==> src/common/dsp_core_pkg.sv <==
package dsp_core_pkg;
  // Data path sizes
  localparam int GPR_W = 40;
  localparam int HALF_W = 16;
  localparam int NUM_GPR = 8;
  localparam int NUM_DP = 8;
  localparam int LOOP_DEPTH = 4;
  localparam int CALL_DEPTH = 15;
  localparam int NUM_EXT_IRQ = 4;
  localparam int NUM_INT_IRQ = 6;
  localparam int NUM_IRQ = NUM_EXT_IRQ + NUM_INT_IRQ;
  // Instruction word fields
  localparam int OPC_LSB = 27;
  localparam int DST_LSB = 24;
  localparam int SA_LSB = 21;
  localparam int SB_LSB = 18;
  localparam int PART_LSB = 16;
  localparam int MUL_MODE_LSB = 0;
  localparam int MAC_SUB_BIT = 2;
  localparam int MAC_SH_LSB = 3;
  // Opcodes
  localparam logic [4:0] OP_NOP = 5'h00;
  localparam logic [4:0] OP_MAC = 5'h01;
  localparam logic [4:0] OP_ADD = 5'h02;
  localparam logic [4:0] OP_SUB = 5'h03;
  localparam logic [4:0] OP_SHR = 5'h04;
  localparam logic [4:0] OP_EXP = 5'h05;
  localparam logic [4:0] OP_LDI = 5'h06;
  localparam logic [4:0] OP_LD = 5'h07;
  localparam logic [4:0] OP_ST = 5'h08;
  localparam logic [4:0] OP_DPI = 5'h09;
  localparam logic [4:0] OP_DPR = 5'h0A;
  localparam logic [4:0] OP_JMP = 5'h0B;
  localparam logic [4:0] OP_CALL = 5'h0C;
  localparam logic [4:0] OP_RET = 5'h0D;
  localparam logic [4:0] OP_LOOP = 5'h0E;
  localparam logic [4:0] OP_IEN = 5'h0F;
  localparam logic [4:0] OP_HALT = 5'h10;
  localparam logic [4:0] OP_STOP = 5'h11;
  localparam logic [4:0] OP_RETI = 5'h12;
  // Register views for load/store
  localparam logic [1:0] PART_LOW = 2'h0;
  localparam logic [1:0] PART_HIGH = 2'h1;
  localparam logic [1:0] PART_GUARD = 2'h2;
  localparam logic [1:0] PART_SEXT = 2'h3;
  // Multiplier signedness and pre-shift
  localparam logic [1:0] MUL_SS = 2'h0;
  localparam logic [1:0] MUL_SU = 2'h1;
  localparam logic [1:0] MUL_UU = 2'h2;
  localparam logic [1:0] SH_NONE = 2'h0;
  localparam logic [1:0] SH_1 = 2'h1;
  localparam logic [1:0] SH_16 = 2'h2;
  // Reset values and vectors
  localparam logic [15:0] PC_RESET = 16'h0000;
  localparam logic [15:0] VEC_BASE = 16'h0040;
  localparam logic [NUM_IRQ-1:0] IRQ_EN_RESET = 10'h000;
  // Timing
  localparam int CLK_PERIOD_NS = 4;
  localparam int HALT_WAKE_CYCLES = 8;
  localparam int STOP_RECOVER_US = 2000;
  localparam int STOP_RECOVER_CYCLES = STOP_RECOVER_US * 1000 / CLK_PERIOD_NS;

  typedef enum logic [2:0] {ST_BOOT, ST_RUN, ST_HALT, ST_WAKE, ST_STOP} core_state_t;
endpackage : dsp_core_pkg

==> src/logic/dsp_core_operation_unit.sv <==
module dsp_core_operation_unit
  import dsp_core_pkg::*;
#(
  parameter int RECOVER_CYCLES = STOP_RECOVER_CYCLES
) (
  // Clock and reset
  input wire logic clk_in,
  input wire logic nrst_in,
  // Instruction memory
  output logic [15:0] pc_out,
  input wire logic [31:0] instr_in,
  // Data memory
  output logic rd_en_out,
  output logic [15:0] rd_addr_out,
  input wire logic [15:0] rd_data_in,
  output logic wr_en_out,
  output logic [15:0] wr_addr_out,
  output logic [15:0] wr_data_out,
  // Interrupt sources
  input wire logic [NUM_EXT_IRQ-1:0] ext_irq_n_in,
  input wire logic [NUM_INT_IRQ-1:0] periph_irq_in,
  // Status
  output logic res_we_out,
  output logic [2:0] res_idx_out,
  output logic [GPR_W-1:0] res_data_out,
  output logic halted_out,
  output logic stopped_out,
  output logic stack_fault_out
);
  localparam int WAKE_BOUND = HALT_WAKE_CYCLES + 3;

  logic [1:0] rst_sync_r;
  logic rst_n;
  core_state_t state_r, state_nxt;
  logic [19:0] wait_cnt_r;
  logic run;
  logic [15:0] pc_r, pc_nxt, if_pc_r;
  logic if_v_r;
  logic [4:0] id_op;
  logic [2:0] id_dst, id_sa, id_sb;
  logic ex_v_r;
  logic [4:0] ex_op_r;
  logic [2:0] ex_dst_r;
  logic [15:0] ex_imm_r, ex_pc_r, ex_addr_r;
  logic [1:0] ex_part_r;
  logic [GPR_W-1:0] ex_a_r, ex_b_r, ex_d_r, ex_result;
  logic ex_wr, redirect, irq_take, kill;
  logic [15:0] redirect_pc;
  logic [GPR_W-1:0] gpr_r [NUM_GPR];
  logic [15:0] dp_r [NUM_DP];
  logic [15:0] cstk_r [CALL_DEPTH];
  logic [3:0] csp_r;
  logic [15:0] lstart_r [LOOP_DEPTH];
  logic [15:0] lend_r [LOOP_DEPTH];
  logic [15:0] lcnt_r [LOOP_DEPTH];
  logic [2:0] lsp_r;
  logic [1:0] ltop;
  logic loop_hit;
  logic [NUM_EXT_IRQ-1:0] ext_s1_r, ext_s2_r, ext_s3_r, ext_lvl_r, ext_fall;
  logic [NUM_IRQ-1:0] irq_pend_r, irq_en_r, irq_vec;
  logic [3:0] irq_idx;
  logic gie_r;
  logic [16:0] mul_op1, mul_op2;
  logic signed [33:0] product;
  logic signed [GPR_W-1:0] prod_ext, prod_sh;

  function automatic logic writes_gpr(input logic [4:0] op);
    return op inside {OP_MAC, OP_ADD, OP_SUB, OP_SHR, OP_EXP, OP_LDI, OP_LD};
  endfunction : writes_gpr

  function automatic logic [GPR_W-1:0] fwd(input logic [2:0] idx);
    if (ex_wr && ex_dst_r == idx) return ex_result;
    return gpr_r[idx];
  endfunction : fwd

  function automatic logic [GPR_W-1:0] load_view(input logic [1:0] part, input logic [GPR_W-1:0] d,
                                                 input logic [15:0] data);
    unique case (part)
      PART_LOW: return {d[39:16], data};
      PART_HIGH: return {d[39:32], data, d[15:0]};
      PART_GUARD: return {data[7:0], d[31:0]};
      PART_SEXT: return {{8{data[15]}}, data, 16'h0000};
    endcase
  endfunction : load_view

  function automatic logic [15:0] store_view(input logic [1:0] part, input logic [GPR_W-1:0] a);
    unique case (part)
      PART_HIGH, PART_SEXT: return a[31:16];
      PART_GUARD: return {8'h00, a[39:32]};
      PART_LOW: return a[15:0];
    endcase
  endfunction : store_view

  function automatic logic [4:0] sign_count(input logic [31:0] v);
    logic [4:0] n;
    logic same;
    n = 5'h00;
    same = 1'b1;
    for (int i = 30; i >= 0; i--) begin
      same = same && (v[i] == v[31]);
      if (same) n = n + 5'h01;
    end
    return n;
  endfunction : sign_count

  always_ff @(posedge clk_in or negedge nrst_in) begin
    if (!nrst_in) rst_sync_r <= 2'h0;
    else rst_sync_r <= {rst_sync_r[0], 1'b1};
  end
  assign rst_n = rst_sync_r[1];

  // Core state
  always_comb begin
    state_nxt = state_r;
    unique case (state_r)
      ST_BOOT: if (wait_cnt_r == 20'(RECOVER_CYCLES - 1)) state_nxt = ST_RUN;
      ST_RUN: begin
        if (ex_v_r && ex_op_r == OP_HALT) state_nxt = ST_HALT;
        else if (ex_v_r && ex_op_r == OP_STOP) state_nxt = ST_STOP;
      end
      ST_HALT: if (|irq_vec) state_nxt = ST_WAKE;
      ST_WAKE: if (wait_cnt_r == 20'(HALT_WAKE_CYCLES - 1)) state_nxt = ST_RUN;
      ST_STOP: state_nxt = ST_STOP;
      default: state_nxt = ST_BOOT;
    endcase
  end

  always_ff @(posedge clk_in or negedge rst_n) begin
    if (!rst_n) begin
      state_r <= ST_BOOT;
      wait_cnt_r <= 20'h00000;
      halted_out <= 1'b0;
      stopped_out <= 1'b0;
    end else begin
      state_r <= state_nxt;
      wait_cnt_r <= (state_nxt != state_r) ? 20'h00000 : wait_cnt_r + 20'h00001;
      halted_out <= (state_nxt == ST_HALT);
      stopped_out <= (state_nxt == ST_STOP);
    end
  end
  assign run = (state_r == ST_RUN);

  // Decode of the fetched word
  assign id_op = instr_in[OPC_LSB +: 5];
  assign id_dst = instr_in[DST_LSB +: 3];
  assign id_sa = instr_in[SA_LSB +: 3];
  assign id_sb = instr_in[SB_LSB +: 3];

  // Execute stage arithmetic
  always_comb begin
    mul_op1 = (ex_imm_r[MUL_MODE_LSB +: 2] == MUL_UU) ? {1'b0, ex_a_r[15:0]} : {ex_a_r[31], ex_a_r[31:16]};
    mul_op2 = (ex_imm_r[MUL_MODE_LSB +: 2] == MUL_SS) ? {ex_b_r[31], ex_b_r[31:16]} : {1'b0, ex_b_r[15:0]};
    product = $signed(mul_op1) * $signed(mul_op2);
    prod_ext = {{6{product[33]}}, product};
    unique case (ex_imm_r[MAC_SH_LSB +: 2])
      SH_1: prod_sh = prod_ext >>> 1;
      SH_16: prod_sh = prod_ext >>> 16;
      default: prod_sh = prod_ext;
    endcase
    unique case (ex_op_r)
      OP_MAC: ex_result = ex_imm_r[MAC_SUB_BIT] ? ex_d_r - prod_sh : ex_d_r + prod_sh;
      OP_ADD: ex_result = ex_a_r + ex_b_r;
      OP_SUB: ex_result = ex_a_r - ex_b_r;
      OP_SHR: ex_result = $signed(ex_a_r) >>> ex_b_r[15:0];
      OP_EXP: ex_result = {35'h0, sign_count(ex_a_r[31:0])};
      OP_LDI: ex_result = {ex_d_r[39:16], ex_imm_r};
      OP_LD: ex_result = load_view(ex_part_r, ex_d_r, rd_data_in);
      default: ex_result = ex_d_r;
    endcase
  end
  assign ex_wr = ex_v_r && writes_gpr(ex_op_r);

  // Program flow
  always_comb begin
    redirect = run && ex_v_r && (ex_op_r inside {OP_JMP, OP_CALL, OP_RET, OP_RETI, OP_HALT, OP_STOP});
    unique case (ex_op_r)
      OP_JMP, OP_CALL: redirect_pc = ex_imm_r;
      // An empty stack falls through so the fetch address stays defined
      OP_RET, OP_RETI: redirect_pc = (csp_r != 4'h0) ? cstk_r[4'(csp_r - 4'h1)] : ex_pc_r + 16'h0001;
      default: redirect_pc = ex_pc_r + 16'h0001;
    endcase
  end
  assign irq_vec = irq_pend_r & irq_en_r;
  assign irq_take = run && gie_r && (|irq_vec) && !redirect;
  assign kill = irq_take || redirect;
  assign ltop = 2'(lsp_r - 3'h1);
  assign loop_hit = run && !kill && lsp_r != 3'h0 && pc_r == lend_r[ltop];
  always_comb begin
    if (irq_take) pc_nxt = VEC_BASE + 16'({irq_idx, 2'b00});
    else if (redirect) pc_nxt = redirect_pc;
    else if (loop_hit && lcnt_r[ltop] > 16'h0001) pc_nxt = lstart_r[ltop];
    else pc_nxt = pc_r + 16'h0001;
  end

  // Fetch stage
  always_ff @(posedge clk_in or negedge rst_n) begin
    if (!rst_n) begin
      pc_r <= PC_RESET;
      if_pc_r <= PC_RESET;
      if_v_r <= 1'b0;
    end else if (run) begin
      pc_r <= pc_nxt;
      if_pc_r <= pc_r;
      if_v_r <= !kill;
    end else begin
      if_v_r <= 1'b0;
    end
  end
  assign pc_out = pc_r;

  // Decode into execute registers
  always_ff @(posedge clk_in or negedge rst_n) begin
    if (!rst_n) begin
      ex_v_r <= 1'b0;
      ex_op_r <= OP_NOP;
      ex_dst_r <= 3'h0;
      ex_imm_r <= 16'h0000;
      ex_part_r <= PART_LOW;
      ex_pc_r <= 16'h0000;
      ex_addr_r <= 16'h0000;
      ex_a_r <= 40'h0000000000;
      ex_b_r <= 40'h0000000000;
      ex_d_r <= 40'h0000000000;
    end else if (run) begin
      ex_v_r <= if_v_r && !kill;
      ex_op_r <= id_op;
      ex_dst_r <= id_dst;
      ex_imm_r <= instr_in[15:0];
      ex_part_r <= instr_in[PART_LSB +: 2];
      ex_pc_r <= if_pc_r;
      ex_addr_r <= dp_r[id_sb];
      ex_a_r <= fwd(id_sa);
      ex_b_r <= fwd(id_sb);
      ex_d_r <= fwd(id_dst);
    end else begin
      ex_v_r <= 1'b0;
    end
  end

  // Register file and data memory ports
  always_ff @(posedge clk_in or negedge rst_n) begin
    if (!rst_n) begin
      for (int i = 0; i < NUM_GPR; i++) gpr_r[i] <= 40'h0000000000;
      res_we_out <= 1'b0;
      res_idx_out <= 3'h0;
      res_data_out <= 40'h0000000000;
    end else begin
      if (run && ex_wr) gpr_r[ex_dst_r] <= ex_result;
      res_we_out <= run && ex_wr;
      res_idx_out <= ex_dst_r;
      res_data_out <= ex_result;
    end
  end

  always_ff @(posedge clk_in or negedge rst_n) begin
    if (!rst_n) begin
      rd_en_out <= 1'b0;
      rd_addr_out <= 16'h0000;
      wr_en_out <= 1'b0;
      wr_addr_out <= 16'h0000;
      wr_data_out <= 16'h0000;
    end else begin
      rd_en_out <= run && if_v_r && !kill && id_op == OP_LD;
      rd_addr_out <= dp_r[id_sb];
      wr_en_out <= run && ex_v_r && ex_op_r == OP_ST;
      wr_addr_out <= ex_addr_r;
      wr_data_out <= store_view(ex_part_r, ex_a_r);
    end
  end

  // Data pointers, written late so the next decode still sees the old value
  always_ff @(posedge clk_in or negedge rst_n) begin
    if (!rst_n) begin
      for (int i = 0; i < NUM_DP; i++) dp_r[i] <= 16'h0000;
    end else if (run && ex_v_r) begin
      if (ex_op_r == OP_DPI) dp_r[ex_dst_r] <= ex_imm_r;
      else if (ex_op_r == OP_DPR) dp_r[ex_dst_r] <= ex_a_r[15:0];
    end
  end

  // Return stack
  always_ff @(posedge clk_in or negedge rst_n) begin
    if (!rst_n) begin
      for (int i = 0; i < CALL_DEPTH; i++) cstk_r[i] <= 16'h0000;
      csp_r <= 4'h0;
      stack_fault_out <= 1'b0;
    end else if (irq_take || (redirect && ex_op_r == OP_CALL)) begin
      if (csp_r < 4'(CALL_DEPTH)) begin
        cstk_r[csp_r] <= irq_take ? (if_v_r ? if_pc_r : pc_r) : ex_pc_r + 16'h0001;
        csp_r <= csp_r + 4'h1;
      end else stack_fault_out <= 1'b1;
    end else if (redirect && ex_op_r inside {OP_RET, OP_RETI}) begin
      if (csp_r != 4'h0) csp_r <= csp_r - 4'h1;
      else stack_fault_out <= 1'b1;
    end
  end

  // Loop stack
  always_ff @(posedge clk_in or negedge rst_n) begin
    if (!rst_n) begin
      for (int i = 0; i < LOOP_DEPTH; i++) begin
        lstart_r[i] <= 16'h0000;
        lend_r[i] <= 16'h0000;
        lcnt_r[i] <= 16'h0000;
      end
      lsp_r <= 3'h0;
    end else if (run && ex_v_r && ex_op_r == OP_LOOP && lsp_r < 3'(LOOP_DEPTH)) begin
      lstart_r[lsp_r[1:0]] <= ex_pc_r + 16'h0001;
      lend_r[lsp_r[1:0]] <= ex_imm_r;
      lcnt_r[lsp_r[1:0]] <= ex_a_r[15:0];
      lsp_r <= lsp_r + 3'h1;
    end else if (loop_hit) begin
      if (lcnt_r[ltop] > 16'h0001) lcnt_r[ltop] <= lcnt_r[ltop] - 16'h0001;
      else lsp_r <= lsp_r - 3'h1;
    end
  end

  // Interrupt sources
  always_comb begin
    irq_idx = 4'h0;
    for (int i = NUM_IRQ - 1; i >= 0; i--) if (irq_vec[i]) irq_idx = 4'(i);
  end
  assign ext_fall = ext_lvl_r & ~ext_s2_r & ~ext_s3_r;

  always_ff @(posedge clk_in or negedge rst_n) begin
    if (!rst_n) begin
      ext_s1_r <= 4'hF;
      ext_s2_r <= 4'hF;
      ext_s3_r <= 4'hF;
      ext_lvl_r <= 4'hF;
    end else begin
      ext_s1_r <= ext_irq_n_in;
      ext_s2_r <= ext_s1_r;
      ext_s3_r <= ext_s2_r;
      for (int i = 0; i < NUM_EXT_IRQ; i++) if (ext_s2_r[i] == ext_s3_r[i]) ext_lvl_r[i] <= ext_s3_r[i];
    end
  end

  always_ff @(posedge clk_in or negedge rst_n) begin
    if (!rst_n) begin
      irq_pend_r <= 10'h000;
      irq_en_r <= IRQ_EN_RESET;
      gie_r <= 1'b1;
    end else begin
      irq_pend_r <= (irq_pend_r & ~(irq_take ? 10'(10'h001 << irq_idx) : 10'h000))
                    | {periph_irq_in, ext_fall};
      if (run && ex_v_r && ex_op_r == OP_IEN) irq_en_r <= ex_imm_r[NUM_IRQ-1:0];
      if (irq_take) gie_r <= 1'b0;
      else if (redirect && ex_op_r == OP_RETI) gie_r <= 1'b1;
    end
  end
endmodule : dsp_core_operation_unit

==> config.mk <==
export PLATFORM = sky130hd
export DESIGN_NAME = dsp_core_operation_unit
export DESIGN_NICKNAME = d
export VERILOG_FILES = /design/src/common/dsp_core_pkg.sv /design/src/logic/dsp_core_operation_unit.sv
export SDC_FILE = /design/constraint.sdc
export NUM_CORES = 2
export LEC_CHECK = 0
export BUFFER_PORTS_ARGS = -buffer_cell sky130_fd_sc_hd__buf_2
export CAP_MARGIN = 20
export CORE_UTILIZATION = 58
export DETAILED_ROUTE_END_ITERATION = 8
export MAX_ROUTING_LAYER = met4
export PLACE_DENSITY = 0.81
export SYNTH_ARGS = -nofsm -noshare
export SYNTH_HDL_FRONTEND = slang
export SYNTH_SLANG_ARGS = --single-unit
==> constraint.sdc <==
create_clock -name clk_in -period 36.8 [get_ports clk_in]
set_input_delay 0 -clock clk_in [delete_from_list [all_inputs] [get_ports clk_in]]
set_output_delay 0 -clock clk_in [all_outputs]
set_load 0.01 [all_outputs]
==> qor.csv <==
stage,metric,value,unit
outcome,status,"complete, but fails checks",
outcome,violations,DRC,
floorplanning,die_area,147000,µm²
floorplanning,coreArea,144000,µm²
route,drc,12,
worst_hold_path,min_path_type,in -> reg,
setup_path,r2r_slack,21.43,ns
yosys,synthesis.area,84400,µm²
placed_design,place.gp.congestion,1.10,
setup_path,crit_type,reg -> reg,
setup_path,required,37.50,ns
cells_and_area,layout.cells.most_common,nand2_1,
cells_and_area,drive_above_1_share,0.141,
global_routing,grt_pass1_wl,441000,µm
floorplanning,start_util,0.586,
yosys,synth_ff_type,dfrtp_1,
route,wirelength_met1,109000,µm
placed_design,dpl.hpwl,200000,µm
clocking,clk_path_buf_depth,3,
setup_path,startpoint,ex_imm_r[1],
clocking,cts_made_buffers,135,
route,wl,294000,µm
setup_path,rr_startpoint,ex_imm_r[1],
sta,setup_tns,0,ns
cells_and_area,final_cell_mix,"1970 x nand2_1, 1233 x dfrtp_1, 987 x o21ai_0, 518 x nor2_1, 412 x mux4_2",
placed_design,portBuffers,172,
route,viasPerCell,6.68,
clocking,path_clk_slew,0.06,ns
route,wl_per_cell,27.1,µm
sta,post-route-period-util,0.418,
setup_path,critPathMaxFanout,35,
yosys,synth_seq_cells,1258,
sta,final-hold-violation-count,0,
setup_path,critical_path.startpoint_type,flip-flop,
route,dr_wl_met2,129000,µm
route,drt-initial-drc-count,9511,
run,cap_violations,0,
sta,period_needed,15.37,ns
floorplanning,die-width,383,µm
sta,setup_viol,0,
yosys,synth_seq_area_share,0.373,
global_routing,grt.overflow.total,0,
clocking,clock_sinks,1258,
setup_path,crit_end,ex_a_r[39],
sta,skew,0.0972,ns
clocking,clk_latency,0.85,ns
sta,fmax,65.1,MHz
route,ant_nets,0,
setup_path,slowest_delay,0.82,ns
global_routing,track_usage,0.412,
clocking,htreeDepth,4,
floorplanning,rows,139,
yosys,avgSynthCellArea,9.50,µm²
setup_path,r2r.worst_path.cells,51,
setup_path,cp-end-kind,flip-flop,
yosys,syn_nets,9459,
setup_path,slowest_stage,o221ai_1,
clocking,root_buffer,clkbuf_16,
floorplanning,die_y,383,µm
cells_and_area,syn_to_final_growth,9.68,%
global_routing,grt_pass1_vias,71741,
sta,rsz0062_at_grt,no,
setup_path,critPathArrivalTime,16.07,ns
cells_and_area,fillers,10924,
route,dr_wl_met3,37700,µm
clocking,cts_tree,yes,
cells_and_area,nets,9397,
floorplanning,ioPinCount,173,
route,highest_layer,met4,
yosys,synth-edff-count,0,
global_routing,grt_max_degree,190,
route,first_pass_iters,9,
yosys,ys_warn_count,0,
setup_path,regToRegEndpoint,ex_a_r[39],
route,vias,72394,
global_routing,antenna_found_initial,11,
yosys,async_reset_ff_frac,1.00,
sta,slew_viol_final,0,
sta,relSlewSlack,0.191,
yosys,ys_types,98,
yosys,netlist_instances,8889,
sta,worstMarginPinSlew,1.20,ns
[worst min path at each step]
stage | startpoint | endpoint | slack, ns | cells after the start
final | instr_in[1] | ex_imm_r[1] | 0.03 | 4
after global routing | instr_in[1] | ex_imm_r[1] | 0.02 | 4
after CTS | instr_in[29] | ex_op_r[2] | 0.0002 | 4
after detailed placement | nrst_in | rst_sync_r[0] | -0.21 | 1
after global placement | nrst_in | rst_sync_r[0] | -0.21 | 1
after floorplan | nrst_in | rst_sync_r[0] | -0.30 | 0
[metal layers]
metal,GRT usage,vias to the layer above
met5,-,-
met4,0.216,0
met3,0.115,1120
met2,0.589,4805
met1,0.534,35862
li1,-,30607
[per-stage QoR]
step / hold WS, ns / instance area [µm²] / util / setup slack (ns) / cells
finish: 0.0298 / 92600 / 0.643 / 21.43 / 10845
global route: 0.0162 / 92600 / 0.643 / 20.44 / 10840
CTS: 0.000171 / 92300 / 0.641 / 21.75 / 10815
detailed placement: -0.212 / 86800 / 0.603 / 21.92 / 10507
global placement: -0.215 / 86800 / 0.603 / 22.20 / 10506
floorplan: -0.296 / 84400 / - / 16.43 / 8889
[registers in the layout (all words and copies together), names as in the netlist, 5 cells and up]
| register | count |
|---|---|
| rd_addr_out | 16 |
| dp_r | 128 |
| irq_en_r | 10 |
| pc_out | 16 |
| res_data_out | 40 |
| ex_a_r | 40 |
| lend_r | 64 |
| wait_cnt_r | 20 |
| ex_addr_r | 16 |
| ex_imm_r | 16 |
| ex_b_r | 40 |
| cstk_r | 240 |
| lcnt_r | 64 |
| ex_pc_r | 16 |
| ex_op_r | 5 |
| gpr_r | 320 |
| irq_pend_r | 10 |
| wr_addr_out | 16 |
| lstart_r | 64 |
| wr_data_out | 16 |
| ex_d_r | 40 |
| if_pc_r | 16 |
[worst max-delay path, delay by kind of cell (launching register included)]
kind	cells	cell delay (ns)
DFF	1	0.67
muxes	2	0.97
AOI/OAI and AO/OA	21	5.94
adders and majority gates	8	3.45
buffers and inverters	5	0.64
xor gates and xnor gates	2	0.55
and+or+nand+nor	13	3.01
[synthesized netlist by cell type, types with 19 or more instances]
cell type  count  area (µm²)
nor2_1       527        1980
o22ai_1       22         138
and2_1        49         307
a21oi_1      324        1620
a211oi_1      61         458
nand3_1       81         405
xnor2_1      199        1740
or3_1         19         119
o31ai_1       33         248
a21o_1        81         608
mux2_2       146        1640
a31oi_1       45         282
o21ai_0      990        4950
xor2_1        99         867
a221o_1       34         340
dfrtp_1     1241       31100
nor2b_1       50         313
inv_1        408        1530
and3_1        26         163
nand2_1     1976        7420
o211ai_1      27         203
mux4_2       412        9280
or2_2         23         144
o21a_1        35         263
mux2i_1      254        2540
a221oi_1      37         324
fa_1         299        5990
buf_1         81         304
nand2b_1      72         450
ha_1         211        2640
a22oi_1       87         653
nor3_1        77         385
clkbuf_1     540        2030
nand4_1       21         131
o21bai_1      26         195
[layout make-up]
type,instances,area [µm²],share of cell area
diodes,12,30.0,0.000324
clock buffers,186,3890,0.0420
clock inverters,54,891,0.00962
inverters,409,1540,0.0166
multi-input cells,6582,49000,0.530
flip-flops and latches,1258,31500,0.340
well taps,1903,2380,0.0257
repair buffers,441,3300,0.0357
[kinds of logic (layout without fill, tap and decap cells)]
logic type	Yosys count	in the layout	synth area share
buf+inv	1049	1090	0.0473
xor+xnor	310	310	0.0336
mux	813	813	0.160
compound gates	1951	1951	0.137
other cells	1	13	0.0000444
flops	1258	1258	0.373
fa+ha+maj	517	517	0.103
simple gates	2990	2990	0.146
[timing repair]
item,4_1_cts,5_1_grt
setup buffers,0,0
gates resized for setup,0,0
endpoints found under the hold margin,59,1
hold buffers,68,1
Power is not shown: default switching activity piles up to over one toggle a cycle in this logic, so the estimate is an artifact.
